## src/design/zsf_cfg.svh

```systemverilog
// Purpose: Offsets, field positions and reset values of the zoom regs
// Assumes: Byte address is four times the register index
// Notes:   Definitions only
`ifndef ZSF_CFG_SVH
`define ZSF_CFG_SVH

`define ZSF_IDX_HHIGH    6'h13
`define ZSF_IDX_HLOW     6'h14
`define ZSF_IDX_VHIGH    6'h15
`define ZSF_IDX_VLOW     6'h16
`define ZSF_IDX_FILT     6'h17
`define ZSF_IDX_STAT     6'h20

`define ZSF_CASC_BIT     7
`define ZSF_RSVD_BIT     6
`define ZSF_OFS_MSB      5
`define ZSF_HHIGH_MSB    8

`define ZSF_ST_PEND      0
`define ZSF_ST_HNOZ      1
`define ZSF_ST_VNOZ      2
`define ZSF_ST_CASC      3

`define ZSF_RST_HHIGH    9'h000
`define ZSF_RST_BYTE     8'h00
`define ZSF_RST_OFS      6'h00

`define ZSF_RESP_OKAY    2'h0
`define ZSF_RESP_SLVERR  2'h2

`endif

```

## src/design/zsf_pkg.sv

```systemverilog
// Purpose: Types shared by the zoom scale and filter register slice
// Assumes: Nothing beyond the cfg header
// Notes:   Scale values travel as one packed struct
package zsf_pkg;

  typedef enum logic [2:0] {
    REG_HHIGH,
    REG_HLOW,
    REG_VHIGH,
    REG_VLOW,
    REG_FILT,
    REG_STAT,
    REG_NONE
  } zsf_reg_e;

  typedef struct packed {
    logic       cascadeEnable;
    logic [5:0] subpixelOffset;
  } zsf_filter_s;

  typedef struct packed {
    logic [16:0] horizontalScaleValue;
    logic [15:0] verticalScaleValue;
    zsf_filter_s filter;
  } zsf_scale_s;

endpackage

```

## src/design/zsf_shadow.sv

```systemverilog
// Purpose: Frame-aligned copy of the programmed scale settings
// Assumes: load is a one-cycle pulse at a frame boundary
// Notes:   All fields are taken together
`timescale 1ns/10ps
module zsf_shadow #(
  parameter int WIDTH = 40
) (
  input  wire logic             mclk,
  input  wire logic             resetn,
  input  wire logic             load,
  input  wire logic [WIDTH-1:0] liveValue,
  output logic      [WIDTH-1:0] heldValue
);

  logic [WIDTH-1:0] held_ff;
  logic [WIDTH-1:0] nxt_held;

  always_comb begin
    nxt_held = load ? liveValue : held_ff;
  end

  always_ff @(posedge mclk or negedge resetn) begin
    if (!resetn) begin
      held_ff <= '0;
    end else begin
      held_ff <= nxt_held;
    end
  end

  assign heldValue = held_ff;

endmodule

```

## src/design/zsf_scale_out.sv

```systemverilog
// Purpose: Registers scale settings and no-zoom flags for the datapath
// Assumes: applied changes only at frame boundaries
// Notes:   Offset reads zero to the datapath while cascading is off
`timescale 1ns/10ps
`include "zsf_cfg.svh"
module zsf_scale_out
  import zsf_pkg::*;
(
  input  wire logic       mclk,
  input  wire logic       resetn,
  input  wire zsf_scale_s applied,
  output zsf_scale_s      scaleOut,
  output logic            horizNoZoom,
  output logic            vertNoZoom
);

  zsf_scale_s scale_ff;
  zsf_scale_s nxt_scale;
  logic       hNoZoom_ff;
  logic       vNoZoom_ff;
  logic       nxt_hNoZoom;
  logic       nxt_vNoZoom;

  always_comb begin
    nxt_scale = applied;
    if (!applied.filter.cascadeEnable) begin
      nxt_scale.filter.subpixelOffset = `ZSF_RST_OFS;
    end
    nxt_hNoZoom = (applied.horizontalScaleValue == '0);
    nxt_vNoZoom = (applied.verticalScaleValue == '0);
  end

  always_ff @(posedge mclk or negedge resetn) begin
    if (!resetn) begin
      scale_ff   <= '0;
      hNoZoom_ff <= 1'b1;
      vNoZoom_ff <= 1'b1;
    end else begin
      scale_ff   <= nxt_scale;
      hNoZoom_ff <= nxt_hNoZoom;
      vNoZoom_ff <= nxt_vNoZoom;
    end
  end

  assign scaleOut    = scale_ff;
  assign horizNoZoom = hNoZoom_ff;
  assign vertNoZoom  = vNoZoom_ff;

endmodule

```

## src/design/zsf_regs.sv

```systemverilog
// Purpose: AXI4-Lite register slice for zoom scale and filter control
// Assumes: frameStart is a one-cycle pulse at each output frame start
// Notes:   Scale values reach the datapath only at frame boundaries
// Function
// - 8-bit read/write register at index 0x14 holds horizontal low byte.
// - Horizontal scale is 17 bits: 9 high-register bits over 8 low bits.
// - Vertical scale is 16 bits: index 0x15 upper byte, 0x16 lower byte.
// - Non-interlaced vertical value means input/output line ratio times 2^16.
// - All-zero vertical scale registers select one-to-one vertical scaling.
// - All-zero horizontal scale registers mean no horizontal zoom.
// - Interlaced input is de-interlaced; value uses the field-line formula.
// - With cascading on, filter bits 5:0 set the sub-pixel offset.
// - Filter bit 7 selects normal filtering at zero, cascading at one.
//
// The implementer's own choice: register access over AXI4-Lite.
`timescale 1ns/10ps
`include "zsf_cfg.svh"
module zsf_regs
  import zsf_pkg::*;
#(
  parameter int ADDR_W = 8
) (
  input  wire logic              mclk,
  input  wire logic              resetn,
  input  wire logic              frameStart,
  input  wire logic              s_axi_awvalid,
  output logic                   s_axi_awready,
  input  wire logic [ADDR_W-1:0] s_axi_awaddr,
  input  wire logic              s_axi_wvalid,
  output logic                   s_axi_wready,
  input  wire logic [31:0]       s_axi_wdata,
  input  wire logic [3:0]        s_axi_wstrb,
  output logic                   s_axi_bvalid,
  input  wire logic              s_axi_bready,
  output logic      [1:0]        s_axi_bresp,
  input  wire logic              s_axi_arvalid,
  output logic                   s_axi_arready,
  input  wire logic [ADDR_W-1:0] s_axi_araddr,
  output logic                   s_axi_rvalid,
  input  wire logic              s_axi_rready,
  output logic      [31:0]       s_axi_rdata,
  output logic      [1:0]        s_axi_rresp,
  output zsf_scale_s             scaleOut,
  output logic                   horizNoZoom,
  output logic                   vertNoZoom
);

  function automatic zsf_reg_e zsfDecode(input logic [ADDR_W-1:0] a);
    zsf_reg_e sel;
    case (a[ADDR_W-1:2])
      `ZSF_IDX_HHIGH: sel = REG_HHIGH;
      `ZSF_IDX_HLOW:  sel = REG_HLOW;
      `ZSF_IDX_VHIGH: sel = REG_VHIGH;
      `ZSF_IDX_VLOW:  sel = REG_VLOW;
      `ZSF_IDX_FILT:  sel = REG_FILT;
      `ZSF_IDX_STAT:  sel = REG_STAT;
      default:        sel = REG_NONE;
    endcase
    return sel;
  endfunction

  // Write channel
  logic              awHeld_ff;
  logic              wHeld_ff;
  logic [ADDR_W-1:0] awAddr_ff;
  logic [31:0]       wData_ff;
  logic [3:0]        wStrb_ff;
  logic              bvalid_ff;
  logic [1:0]        bresp_ff;
  logic              awready_ff;
  logic              wready_ff;
  logic              nxt_awHeld;
  logic              nxt_wHeld;
  logic [ADDR_W-1:0] nxt_awAddr;
  logic [31:0]       nxt_wData;
  logic [3:0]        nxt_wStrb;
  logic              nxt_bvalid;
  logic [1:0]        nxt_bresp;
  logic              nxt_awready;
  logic              nxt_wready;
  logic              awAcc;
  logic              wAcc;
  logic              doWrite;
  logic [ADDR_W-1:0] curAddr;
  logic [31:0]       curData;
  logic [3:0]        curStrb;
  zsf_reg_e          wrSel;

  always_comb begin
    awAcc      = s_axi_awvalid & awready_ff;
    wAcc       = s_axi_wvalid & wready_ff;
    curAddr    = awAcc ? s_axi_awaddr : awAddr_ff;
    curData    = wAcc ? s_axi_wdata : wData_ff;
    curStrb    = wAcc ? s_axi_wstrb : wStrb_ff;
    wrSel      = zsfDecode(curAddr);
    doWrite    = (awHeld_ff | awAcc) & (wHeld_ff | wAcc) & ~bvalid_ff;
    nxt_awHeld = (awHeld_ff | awAcc) & ~doWrite;
    nxt_wHeld  = (wHeld_ff | wAcc) & ~doWrite;
    nxt_awAddr = curAddr;
    nxt_wData  = curData;
    nxt_wStrb  = curStrb;
    nxt_bvalid = doWrite | (bvalid_ff & ~s_axi_bready);
    nxt_bresp  = bresp_ff;
    if (doWrite) begin
      // Unmapped and read-only targets answer with an error
      if (wrSel == REG_NONE || wrSel == REG_STAT) begin
        nxt_bresp = `ZSF_RESP_SLVERR;
      end else begin
        nxt_bresp = `ZSF_RESP_OKAY;
      end
    end
    nxt_awready = ~nxt_awHeld & ~nxt_bvalid;
    nxt_wready  = ~nxt_wHeld & ~nxt_bvalid;
  end

  always_ff @(posedge mclk or negedge resetn) begin
    if (!resetn) begin
      awHeld_ff  <= 1'b0;
      wHeld_ff   <= 1'b0;
      awAddr_ff  <= '0;
      wData_ff   <= '0;
      wStrb_ff   <= '0;
      bvalid_ff  <= 1'b0;
      bresp_ff   <= `ZSF_RESP_OKAY;
      awready_ff <= 1'b0;
      wready_ff  <= 1'b0;
    end else begin
      awHeld_ff  <= nxt_awHeld;
      wHeld_ff   <= nxt_wHeld;
      awAddr_ff  <= nxt_awAddr;
      wData_ff   <= nxt_wData;
      wStrb_ff   <= nxt_wStrb;
      bvalid_ff  <= nxt_bvalid;
      bresp_ff   <= nxt_bresp;
      awready_ff <= nxt_awready;
      wready_ff  <= nxt_wready;
    end
  end

  // Programmed registers
  logic [8:0]  hHigh_ff;
  logic [7:0]  hLow_ff;
  logic [7:0]  vHigh_ff;
  logic [7:0]  vLow_ff;
  zsf_filter_s filt_ff;
  logic        pending_ff;
  logic [8:0]  nxt_hHigh;
  logic [7:0]  nxt_hLow;
  logic [7:0]  nxt_vHigh;
  logic [7:0]  nxt_vLow;
  zsf_filter_s nxt_filt;
  logic        nxt_pending;
  logic        setWrite;

  always_comb begin
    nxt_hHigh = hHigh_ff;
    nxt_hLow  = hLow_ff;
    nxt_vHigh = vHigh_ff;
    nxt_vLow  = vLow_ff;
    nxt_filt  = filt_ff;
    setWrite  = 1'b0;
    if (doWrite) begin
      unique case (wrSel)
        REG_HHIGH: begin
          if (curStrb[0]) nxt_hHigh[7:0] = curData[7:0];
          if (curStrb[1]) nxt_hHigh[8] = curData[`ZSF_HHIGH_MSB];
          setWrite = |curStrb[1:0];
        end
        REG_HLOW: begin
          if (curStrb[0]) nxt_hLow = curData[7:0];
          setWrite = curStrb[0];
        end
        REG_VHIGH: begin
          if (curStrb[0]) nxt_vHigh = curData[7:0];
          setWrite = curStrb[0];
        end
        REG_VLOW: begin
          if (curStrb[0]) nxt_vLow = curData[7:0];
          setWrite = curStrb[0];
        end
        REG_FILT: begin
          if (curStrb[0]) begin
            nxt_filt.cascadeEnable  = curData[`ZSF_CASC_BIT];
            nxt_filt.subpixelOffset = curData[`ZSF_OFS_MSB:0];
          end
          setWrite = curStrb[0];
        end
        REG_STAT, REG_NONE: setWrite = 1'b0;
      endcase
    end
    // A write in the load cycle stays pending for the next frame
    nxt_pending = setWrite | (pending_ff & ~frameStart);
  end

  always_ff @(posedge mclk or negedge resetn) begin
    if (!resetn) begin
      hHigh_ff   <= `ZSF_RST_HHIGH;
      hLow_ff    <= `ZSF_RST_BYTE;
      vHigh_ff   <= `ZSF_RST_BYTE;
      vLow_ff    <= `ZSF_RST_BYTE;
      filt_ff    <= '0;
      pending_ff <= 1'b0;
    end else begin
      hHigh_ff   <= nxt_hHigh;
      hLow_ff    <= nxt_hLow;
      vHigh_ff   <= nxt_vHigh;
      vLow_ff    <= nxt_vLow;
      filt_ff    <= nxt_filt;
      pending_ff <= nxt_pending;
    end
  end

  // Frame-aligned transfer to the datapath
  zsf_scale_s liveScale;
  zsf_scale_s appliedScale;
  logic [$bits(zsf_scale_s)-1:0] appliedBits;

  always_comb begin
    liveScale.horizontalScaleValue = {hHigh_ff, hLow_ff};
    liveScale.verticalScaleValue   = {vHigh_ff, vLow_ff};
    liveScale.filter               = filt_ff;
  end

  zsf_shadow #(
    .WIDTH ($bits(zsf_scale_s))
  ) zsf_shadow_i (
    .mclk      (mclk),
    .resetn    (resetn),
    .load      (frameStart),
    .liveValue (liveScale),
    .heldValue (appliedBits)
  );

  assign appliedScale = zsf_scale_s'(appliedBits);

  zsf_scale_out zsf_scale_out_i (
    .mclk        (mclk),
    .resetn      (resetn),
    .applied     (appliedScale),
    .scaleOut    (scaleOut),
    .horizNoZoom (horizNoZoom),
    .vertNoZoom  (vertNoZoom)
  );

  // Read channel
  logic        rvalid_ff;
  logic [31:0] rdata_ff;
  logic [1:0]  rresp_ff;
  logic        arready_ff;
  logic        nxt_rvalid;
  logic [31:0] nxt_rdata;
  logic [1:0]  nxt_rresp;
  logic        nxt_arready;
  logic        arAcc;
  zsf_reg_e    rdSel;
  logic [31:0] readMux;

  always_comb begin
    arAcc   = s_axi_arvalid & arready_ff;
    rdSel   = zsfDecode(s_axi_araddr);
    readMux = '0;
    unique case (rdSel)
      REG_HHIGH: readMux[8:0] = hHigh_ff;
      REG_HLOW:  readMux[7:0] = hLow_ff;
      REG_VHIGH: readMux[7:0] = vHigh_ff;
      REG_VLOW:  readMux[7:0] = vLow_ff;
      REG_FILT: begin
        readMux[`ZSF_CASC_BIT]  = filt_ff.cascadeEnable;
        readMux[`ZSF_OFS_MSB:0] = filt_ff.subpixelOffset;
      end
      REG_STAT: begin
        readMux[`ZSF_ST_PEND] = pending_ff;
        readMux[`ZSF_ST_HNOZ] = horizNoZoom;
        readMux[`ZSF_ST_VNOZ] = vertNoZoom;
        readMux[`ZSF_ST_CASC] = scaleOut.filter.cascadeEnable;
      end
      REG_NONE: readMux = '0;
    endcase
    nxt_rvalid  = arAcc | (rvalid_ff & ~s_axi_rready);
    nxt_rdata   = arAcc ? readMux : rdata_ff;
    nxt_rresp   = rresp_ff;
    if (arAcc) begin
      nxt_rresp = (rdSel == REG_NONE) ? `ZSF_RESP_SLVERR : `ZSF_RESP_OKAY;
    end
    nxt_arready = ~nxt_rvalid;
  end

  always_ff @(posedge mclk or negedge resetn) begin
    if (!resetn) begin
      rvalid_ff  <= 1'b0;
      rdata_ff   <= '0;
      rresp_ff   <= `ZSF_RESP_OKAY;
      arready_ff <= 1'b0;
    end else begin
      rvalid_ff  <= nxt_rvalid;
      rdata_ff   <= nxt_rdata;
      rresp_ff   <= nxt_rresp;
      arready_ff <= nxt_arready;
    end
  end

  assign s_axi_awready = awready_ff;
  assign s_axi_wready  = wready_ff;
  assign s_axi_bvalid  = bvalid_ff;
  assign s_axi_bresp   = bresp_ff;
  assign s_axi_arready = arready_ff;
  assign s_axi_rvalid  = rvalid_ff;
  assign s_axi_rdata   = rdata_ff;
  assign s_axi_rresp   = rresp_ff;

  // Checks
  property p_hlow_store;
    @(posedge mclk) disable iff (!resetn)
    doWrite && wrSel == REG_HLOW && curStrb[0] |=>
      hLow_ff == $past(curData[7:0]);
  endproperty
  a_hlow_store: assert property (p_hlow_store)
    else $error("horizontal low byte not stored");

  property p_hscale_join;
    @(posedge mclk) disable iff (!resetn)
    frameStart |-> ##2
      scaleOut.horizontalScaleValue == $past({hHigh_ff, hLow_ff}, 2);
  endproperty
  a_hscale_join: assert property (p_hscale_join)
    else $error("horizontal scale not assembled from both halves");

  property p_vscale_join;
    @(posedge mclk) disable iff (!resetn)
    frameStart |-> ##2
      scaleOut.verticalScaleValue == $past({vHigh_ff, vLow_ff}, 2);
  endproperty
  a_vscale_join: assert property (p_vscale_join)
    else $error("vertical scale not assembled from both halves");

  property p_vert_nozoom;
    @(posedge mclk) disable iff (!resetn)
    appliedScale.verticalScaleValue == '0 |=> vertNoZoom;
  endproperty
  a_vert_nozoom: assert property (p_vert_nozoom)
    else $error("vertical no-zoom flag missing");

  property p_horiz_nozoom;
    @(posedge mclk) disable iff (!resetn)
    appliedScale.horizontalScaleValue != '0 |=> !horizNoZoom;
  endproperty
  a_horiz_nozoom: assert property (p_horiz_nozoom)
    else $error("horizontal no-zoom flag set for nonzero value");

  property p_offset_gate;
    @(posedge mclk) disable iff (!resetn)
    !scaleOut.filter.cascadeEnable |-> scaleOut.filter.subpixelOffset == 0;
  endproperty
  a_offset_gate: assert property (p_offset_gate)
    else $error("sub-pixel offset active without cascading");

  property p_cascade_sel;
    @(posedge mclk) disable iff (!resetn)
    frameStart |-> ##2
      scaleOut.filter.cascadeEnable == $past(filt_ff.cascadeEnable, 2);
  endproperty
  a_cascade_sel: assert property (p_cascade_sel)
    else $error("cascade enable not applied");

  property p_frame_hold;
    @(posedge mclk) disable iff (!resetn)
    !$past(frameStart, 2) |-> $stable(scaleOut);
  endproperty
  a_frame_hold: assert property (p_frame_hold)
    else $error("scale output changed between frames");

  property p_pending_set;
    @(posedge mclk) disable iff (!resetn)
    setWrite |=> pending_ff ##1 (pending_ff || $past(frameStart));
  endproperty
  a_pending_set: assert property (p_pending_set)
    else $error("pending update lost");

  property p_write_resp;
    @(posedge mclk) disable iff (!resetn)
    doWrite |=> s_axi_bvalid;
  endproperty
  a_write_resp: assert property (p_write_resp)
    else $error("write response missing");

  c_vert_zoom: cover property (@(posedge mclk) disable iff (!resetn)
    frameStart ##2 !vertNoZoom);
  c_cascade: cover property (@(posedge mclk) disable iff (!resetn)
    scaleOut.filter.cascadeEnable && scaleOut.filter.subpixelOffset != 0);
  c_pend_race: cover property (@(posedge mclk) disable iff (!resetn)
    setWrite && frameStart);

endmodule

```

## config.mk

```make
export PLATFORM = sky130hd
export DESIGN_NAME = zsf_regs
export DESIGN_NICKNAME = d
export VERILOG_FILES = /design/src/design/zsf_pkg.sv /design/src/design/zsf_shadow.sv /design/src/design/zsf_scale_out.sv /design/src/design/zsf_regs.sv
export VERILOG_INCLUDE_DIRS = /design/src /design/src/design
export SDC_FILE = /design/constraint.sdc
export NUM_CORES = 1
export LEC_CHECK = 0
export ABC_CLOCK_PERIOD_IN_PS = 2870
export BUFFER_PORTS_ARGS = -buffer_cell sky130_fd_sc_hd__clkbuf_2
export CORE_MARGIN = 4
export CORE_UTILIZATION = 24
export CTS_CLUSTER_DIAMETER = 150
export DETAILED_ROUTE_END_ITERATION = 16
export GPL_ROUTABILITY_DRIVEN = 0
export PLACE_DENSITY = 0.46
export SLEW_MARGIN = 20
export SYNTH_ARGS = -nofsm -noshare
export SYNTH_HDL_FRONTEND = slang
export SYNTH_HIERARCHICAL = 1
export SYNTH_SLANG_ARGS = --single-unit
```

## constraint.sdc

```tcl
create_clock -name mclk -period 2.87 [get_ports mclk]
set_input_delay 0.574 -clock mclk [delete_from_list [all_inputs] [get_ports mclk]]
set_output_delay 0.574 -clock mclk [all_outputs]
set_load 0.02 [all_outputs]
```

# ---- After elaboration in Yosys (flattened, before gate mapping)
# Cells that the tools add are included.
dict set report op_classes {
  eq_ne 24
  multipliers 0
  n_shift 0
  bitwise_logic 26
  magnitude_cmp 0
  n_addsub 0
  mux 15
  reduce_logical 14
  n_div 0
}
# op count
set op_table {}
lappend op_table {{== test 6 x 5 -> 1 bit, second input constant} 10}
lappend op_table {{case mux 3 bit (6 select lines)} 2}
lappend op_table {{case mux 4 bit (7 select lines)} 1}
lappend op_table {{== test 3 bit, second input constant} 6}
lappend op_table {{AND reduction 3 bit} 6}
lappend op_table {{zero test 17 bit} 1}
lappend op_table {{zero test 16 bit} 1}
lappend op_table {{AND 1 bit} 12}
lappend op_table {{== test 3 x 2 -> 1 bit, second input constant} 4}
lappend op_table {{== test 6 bit, second input constant} 2}
lappend op_table {{case mux 2 bit (5 select lines)} 1}
lappend op_table {{two-way mux 9 bit} 1}
lappend op_table {{NOT 1 bit} 9}
lappend op_table {{two-way mux 8 bit} 1}
lappend op_table {{== test 3 x 1 -> 1 bit, second input constant} 2}
lappend op_table {{zero test 3 bit} 2}
lappend op_table {{two-way mux 2 bit} 3}
lappend op_table {{two-way mux 6 bit} 1}
lappend op_table {{OR 1 bit} 5}
lappend op_table {{case mux 1 bit (5 select lines)} 1}
lappend op_table {{case mux 1 bit (4 select lines)} 1}
lappend op_table {{OR reduction 2 bit} 2}
lappend op_table {{OR reduction 4 bit} 1}
lappend op_table {{case mux 1 bit (3 select lines)} 1}
lappend op_table {{2 further kinds} 3}
dict set report word_totals {
  ram_bits 0
  latch_bits 0
  wordCells 108
  input_bits 60
  mem_bits_ro 0
  n_memories 0
  output_inout_bits 83
  register_bits 162
}

# ---- Logic depth before layout (Yosys ltp)
dict set report depth {
  word_depth 9
  ltp_mapped 6
  ltp_nobuf 5
}

# ---- Cells and area by module
# Netlist, hierarchy kept.
# mod seq_area_each_um2 instances cells_each area_per_inst_um2
set by_module_without_submodules {}
lappend by_module_without_submodules {zsf_regs 1901.8 1 304 3646.0}
lappend by_module_without_submodules {zsf_shadow 1001.0 1 84 1496.4}
lappend by_module_without_submodules {zsf_scale_out 1053.5 1 59 1166.1}

# ---- Least setup slack after synthesis
# Ideal clock, no wire load.
dict set report synth_timing {
  path_kind {in2reg}
  from {input s_axi_awvalid}
  to {register hLow_ff[0]}
  path_slack_ns 0.353
  n_path_buf 0
  setup_time_ns 0.125
  t_arrival_ns 2.392
  required_time_ns 2.745
  stages 5
  cell_sequence {nand2_2 -> mux2_4 -> or4b_1 -> a211oi_4 -> mux2_2}
}
dict set report synth_via {
  elab_chain_cells 6
  elab_cells_between_ends 14
  classes_between {eq/ne (7); mux (2); bitwise (4); reduce/logical (1)}
}
# item line
set synth_rtl {}
lappend synth_rtl {{from (decl)} zsf_regs.sv:26} ;# input wire logic s_axi_awvalid,
lappend synth_rtl {{AND 1 bit *} zsf_regs.sv:90} ;# awAcc = s_axi_awvalid & awready_ff;
lappend synth_rtl {{two-way mux 8 bit *} zsf_regs.sv:92} ;# curAddr = awAcc ? s_axi_awaddr : awAddr_ff;
lappend synth_rtl {{via curAddr[2]} zsf_regs.sv:84} ;# logic [ADDR_W-1:0] curAddr;
lappend synth_rtl {{== test 6 bit or == test 6 x 5 -> 1 bit (tied branches)} zsf_regs.sv:50} ;# case (a[ADDR_W-1:2])
lappend synth_rtl {{case mux 3 bit (6 select lines) *} zsf_regs.sv:50}
lappend synth_rtl {{== test 3 x 1 -> 1 bit *} zsf_regs.sv:163} ;# unique case (wrSel)
lappend synth_rtl {{AND reduction 3 bit (no line) *} -}
lappend synth_rtl {{to (signal assigned)} zsf_regs.sv:198} ;# hLow_ff <= `ZSF_RST_BYTE;
lappend synth_rtl {{to (signal assigned)} zsf_regs.sv:205} ;# hLow_ff <= nxt_hLow;
lappend synth_rtl {{to (decl)} zsf_regs.sv:142} ;# logic [7:0] hLow_ff;
# Mark *: on every way through the listed nets, which the timed path passes. The rest lies on a longest branch.
# A chain may end at the register's enable or synchronous reset.

# ---- Final worst setup path
dict set report layout_timing {
  from {register awready_ff, in the netlist s_axi_awready}
  to {register hLow_ff[4]}
}
dict set report layout_via {
  elab_chain_cells 6
  elab_cells_between_ends 14
  classes_between {eq/ne (7); mux (2); bitwise (4); reduce/logical (1)}
}
# item line
set layout_rtl {}
lappend layout_rtl {{from (decl)} zsf_regs.sv:70} ;# logic awready_ff;
lappend layout_rtl {{from (signal assigned)} zsf_regs.sv:135} ;# awready_ff <= nxt_awready;
lappend layout_rtl {{AND 1 bit *} zsf_regs.sv:90}
lappend layout_rtl {{two-way mux 8 bit *} zsf_regs.sv:92}
lappend layout_rtl {{via curAddr[2]} zsf_regs.sv:84}
lappend layout_rtl {{== test 6 bit or == test 6 x 5 -> 1 bit (tied branches)} zsf_regs.sv:50}
lappend layout_rtl {{case mux 3 bit (6 select lines) *} zsf_regs.sv:50}
lappend layout_rtl {{== test 3 x 1 -> 1 bit *} zsf_regs.sv:163}
lappend layout_rtl {{AND reduction 3 bit (no line) *} -}
# Marks and branches as above.

==> metrics.txt <==
CTS buffer count=17; Worst Setup SP=s_axi_awready$_DFF_PN0_; Residual DRC=0; #FFs+latches synth=158; pwr/cell area=848 nW/µm²; Pint=4.53 mW; Clock H-tree levels=4; Mapped Cells=447; CP max FO=9; Net Sw Frac=31.3%; vias post-DR=3,974; CTS tree=done; GRT Util Overall=11.1%; synth unique cells=57; Reg-to-Reg Start=s_axi_awready$_DFF_PN0_; ANT nets after route=0; Cell Rows=59; Core Footprint=26,000 µm²; clock latency on the worst-skew pair=0.42 ns; n_diodes=0; height of the chip=170 µm; Flop pwr share=44.6%; Sink Count=158; # port buffers=88; area delta synth->final=23.2%; HP Class=in2async; number of flops mapped to enable cells by yosys=0; # IOs=143; die area=28,900 µm²; Post-CTS Resized=0; Setup Fix Bufs, Post-CTS=0; hold_buf cts=0; Post-synth top flop=dfrtp_1; Final min period=2.51 ns; static leakage=3.85 nW; asr flop ratio synth=100%; Max-Cap Viols=0; combinational power share=21.1%; worst-margin pin slew=0.744 ns; Filler Cell Count=2,664; CP arrival=2.81 ns; Clock Path Buffers=2; Rel. slew slack=49.7%; initial core utilization=24.3%; Final Net Count=622; Routed WL per cell=17.1 µm; RSZ-0062 raised after global routing=no; Worst setup SP type=flop; Avg Cell Area, Syn=14.1 µm²; CP endpoint kind=flop; initial antenna violation count=1; Synth area leader=dfrtp_1; final WL=15,600 µm; Ys Warns=6; layout cells sized above 1=42.6%; Clock Power Share=34.2%; utilization after layout=29.9%; clk root buf=clkbuf_16; fin. max-slew vios=0; path depth of the worst reg2reg path=6; DR vias/cell=4.37; initial drt markers=290; P_sw=2.06 mW; status=finished, final reports clean; vias in the first global route=4,262; Clock Pin Slew Worst Setup and Hold Paths=0.06 ns; setup tns final=0 ns; Worst IR Drop VDD=0.355 mV; first-pass GRT wire length=24,700 µm; Crit path required time=3.17 ns; die width=170 µm; Syn Std Cell Area=6310 µm²; Clock Skews=0.0103 ns; largest net degree at the start of global routing=64; sequential area share after synthesis=62.7%; Synth top area share=61.9%; Area contributors post-synth=dfrtp_1, mux2_2, buf_4, nand2_1, mux2i_1; grt ovf=0; fin crit share=87.3%; Crit Path Category=reg2reg; fmax=0.399 GHz; CP endpoint=hLow_ff[4]$_DFFE_PN0P_; Reg2Reg Setup Slack=0.36 ns; drt first pass iters=4; # setup viols final=0; DP HPWL=11,700 µm; Worst R2R End=hLow_ff[4]$_DFFE_PN0P_; Hold Violations, Final=0
-- Yosys cell counts (4+ instances only) --
master	n
nand4b_1	4
dfrtp_1	156
a22oi_1	6
buf_4	25
nor4_1	8
nor3_1	10
clkbuf_1	4
nor2b_1	4
mux2_2	94
a31oi_1	5
a21o_1	4
nor2_1	9
a21oi_1	5
mux2i_1	7
buf_6	4
and2_1	7
nand2_1	31
o21ai_0	11
-- per-layer routing --
layer	up-vias	part of all wire (%)	GRT usage, %	wire length (µm)
met5	-	0.051	0	8
met4	2	0.95	3.13	148
met3	12	5.9	3.28	914
met2	123	47	17.1	7400
met1	2019	46	15.4	7110
li1	1818	-	-	-
-- registers in the layout (all words and copies together) (netlist names), 2 cells and up --
| name | flops |
|---|---|
| wStrb_ff | 2 |
| hHigh_ff | 9 |
| hLow_ff | 8 |
| wData_ff | 9 |
| awAddr_ff | 6 |
| filt_ff | 7 |
| vLow_ff | 8 |
| zsf_scale_out_i/scaleOut | 40 |
| zsf_shadow_i/heldValue | 40 |
| s_axi_rdata | 9 |
| vHigh_ff | 8 |
-- power by group through the flow --
stage               Combinational, mW  Clock [mW]  Sequential [mW]
finish                           1.39        2.26             2.94
floorplan                       0.806           0             2.99
detailed placement               1.40           0             2.99
global placement                 1.37           0             2.97
global route                     1.53        2.44             3.00
CTS                              1.41        2.34             2.95
-- metrics by stage --
step | area, µm² | std cells | total power [mW] | hold WS, ns | setup WS [ns]
after global placement | 7180 | 878 | 4.34 | 0.393 | 0.171
after global routing | 7770 | 910 | 6.96 | 0.165 | 0.283
after floorplan | 6400 | 471 | 3.79 | 0.278 | 0.353
after detailed placement | 7180 | 878 | 4.39 | 0.388 | 0.133
after CTS | 7770 | 910 | 6.70 | 0.152 | 0.379
final | 7770 | 910 | 6.59 | 0.128 | 0.364
-- critical path, cell delays in order (launching register included) --
cell and delay, ns:
dfrtp_1 0.47, nand2_2 0.18, mux2_4 0.35, or4b_1 0.59, a211oi_4 0.25, buf_4 0.20
mux2_2 0.34
-- worst min-delay path by stage --
stage | slack [ns] | from | to
5_1_grt | 0.17 | resetn | wData_ff[1]$_DFF_PN0_
3_5_place_dp | 0.39 | zsf_shadow_i/heldValue[23]$_DFFE_PN0P_ | zsf_scale_out_i/scaleOut[23]$_DFF_PN0_
3_3_place_gp | 0.39 | zsf_shadow_i/heldValue[28]$_DFFE_PN0P_ | zsf_scale_out_i/scaleOut[28]$_DFF_PN0_
6_report | 0.13 | resetn | wData_ff[1]$_DFF_PN0_
4_1_cts | 0.15 | resetn | wData_ff[1]$_DFF_PN0_
2_1_floorplan | 0.28 | resetn | awAddr_ff[2]$_DFF_PN0_
-- layout by cell type (no fill, tap or decap), types with 2 or more instances in the layout --
master	instances
dfrtp_1	156
mux2_2	94
clkbuf_2	87
nand2_1	31
conb_1	25
clkbuf_16	17
buf_4	17
o21ai_0	11
nor3_1	10
nor2_1	9
nor4_1	8
and2_1	7
mux2i_1	7
a22oi_1	6
a21oi_1	5
a31oi_1	5
inv_6	5
a21o_1	4
nor2b_1	4
nand4b_1	4
inv_1	3
clkinvlp_4	3
or2_2	2
o31ai_1	2
nand4_1	2
a2111oi_0	2
nor4b_1	2
xor2_1	2
nor4_2	2
or4b_2	2
nor3b_1	2
a222oi_1	2
a221oi_1	2
bufinv_16	2
buf_12	2
dfstp_2	2
-- kinds of logic after synthesis --
group,share of synthesized area (%)
compound gates,6.05
xor+xnor,0.278
buf+inv,4.24
flops,62.7
mux,18.1
other cells,0.0594
simple gates,8.53
-- cell type report --
type	count	area, µm²	share of cell area (%)
Multi-Input combinational cell	275	2170	28.0
Tap cell	335	419	5.39
Sequential cell	158	3960	50.9
Clock inverter	13	151	1.95
Clock buffer	19	443	5.70
Timing Repair Buffer	107	614	7.91
Inverter	3	11.3	0.145
Power figures use the tool's default switching activity.
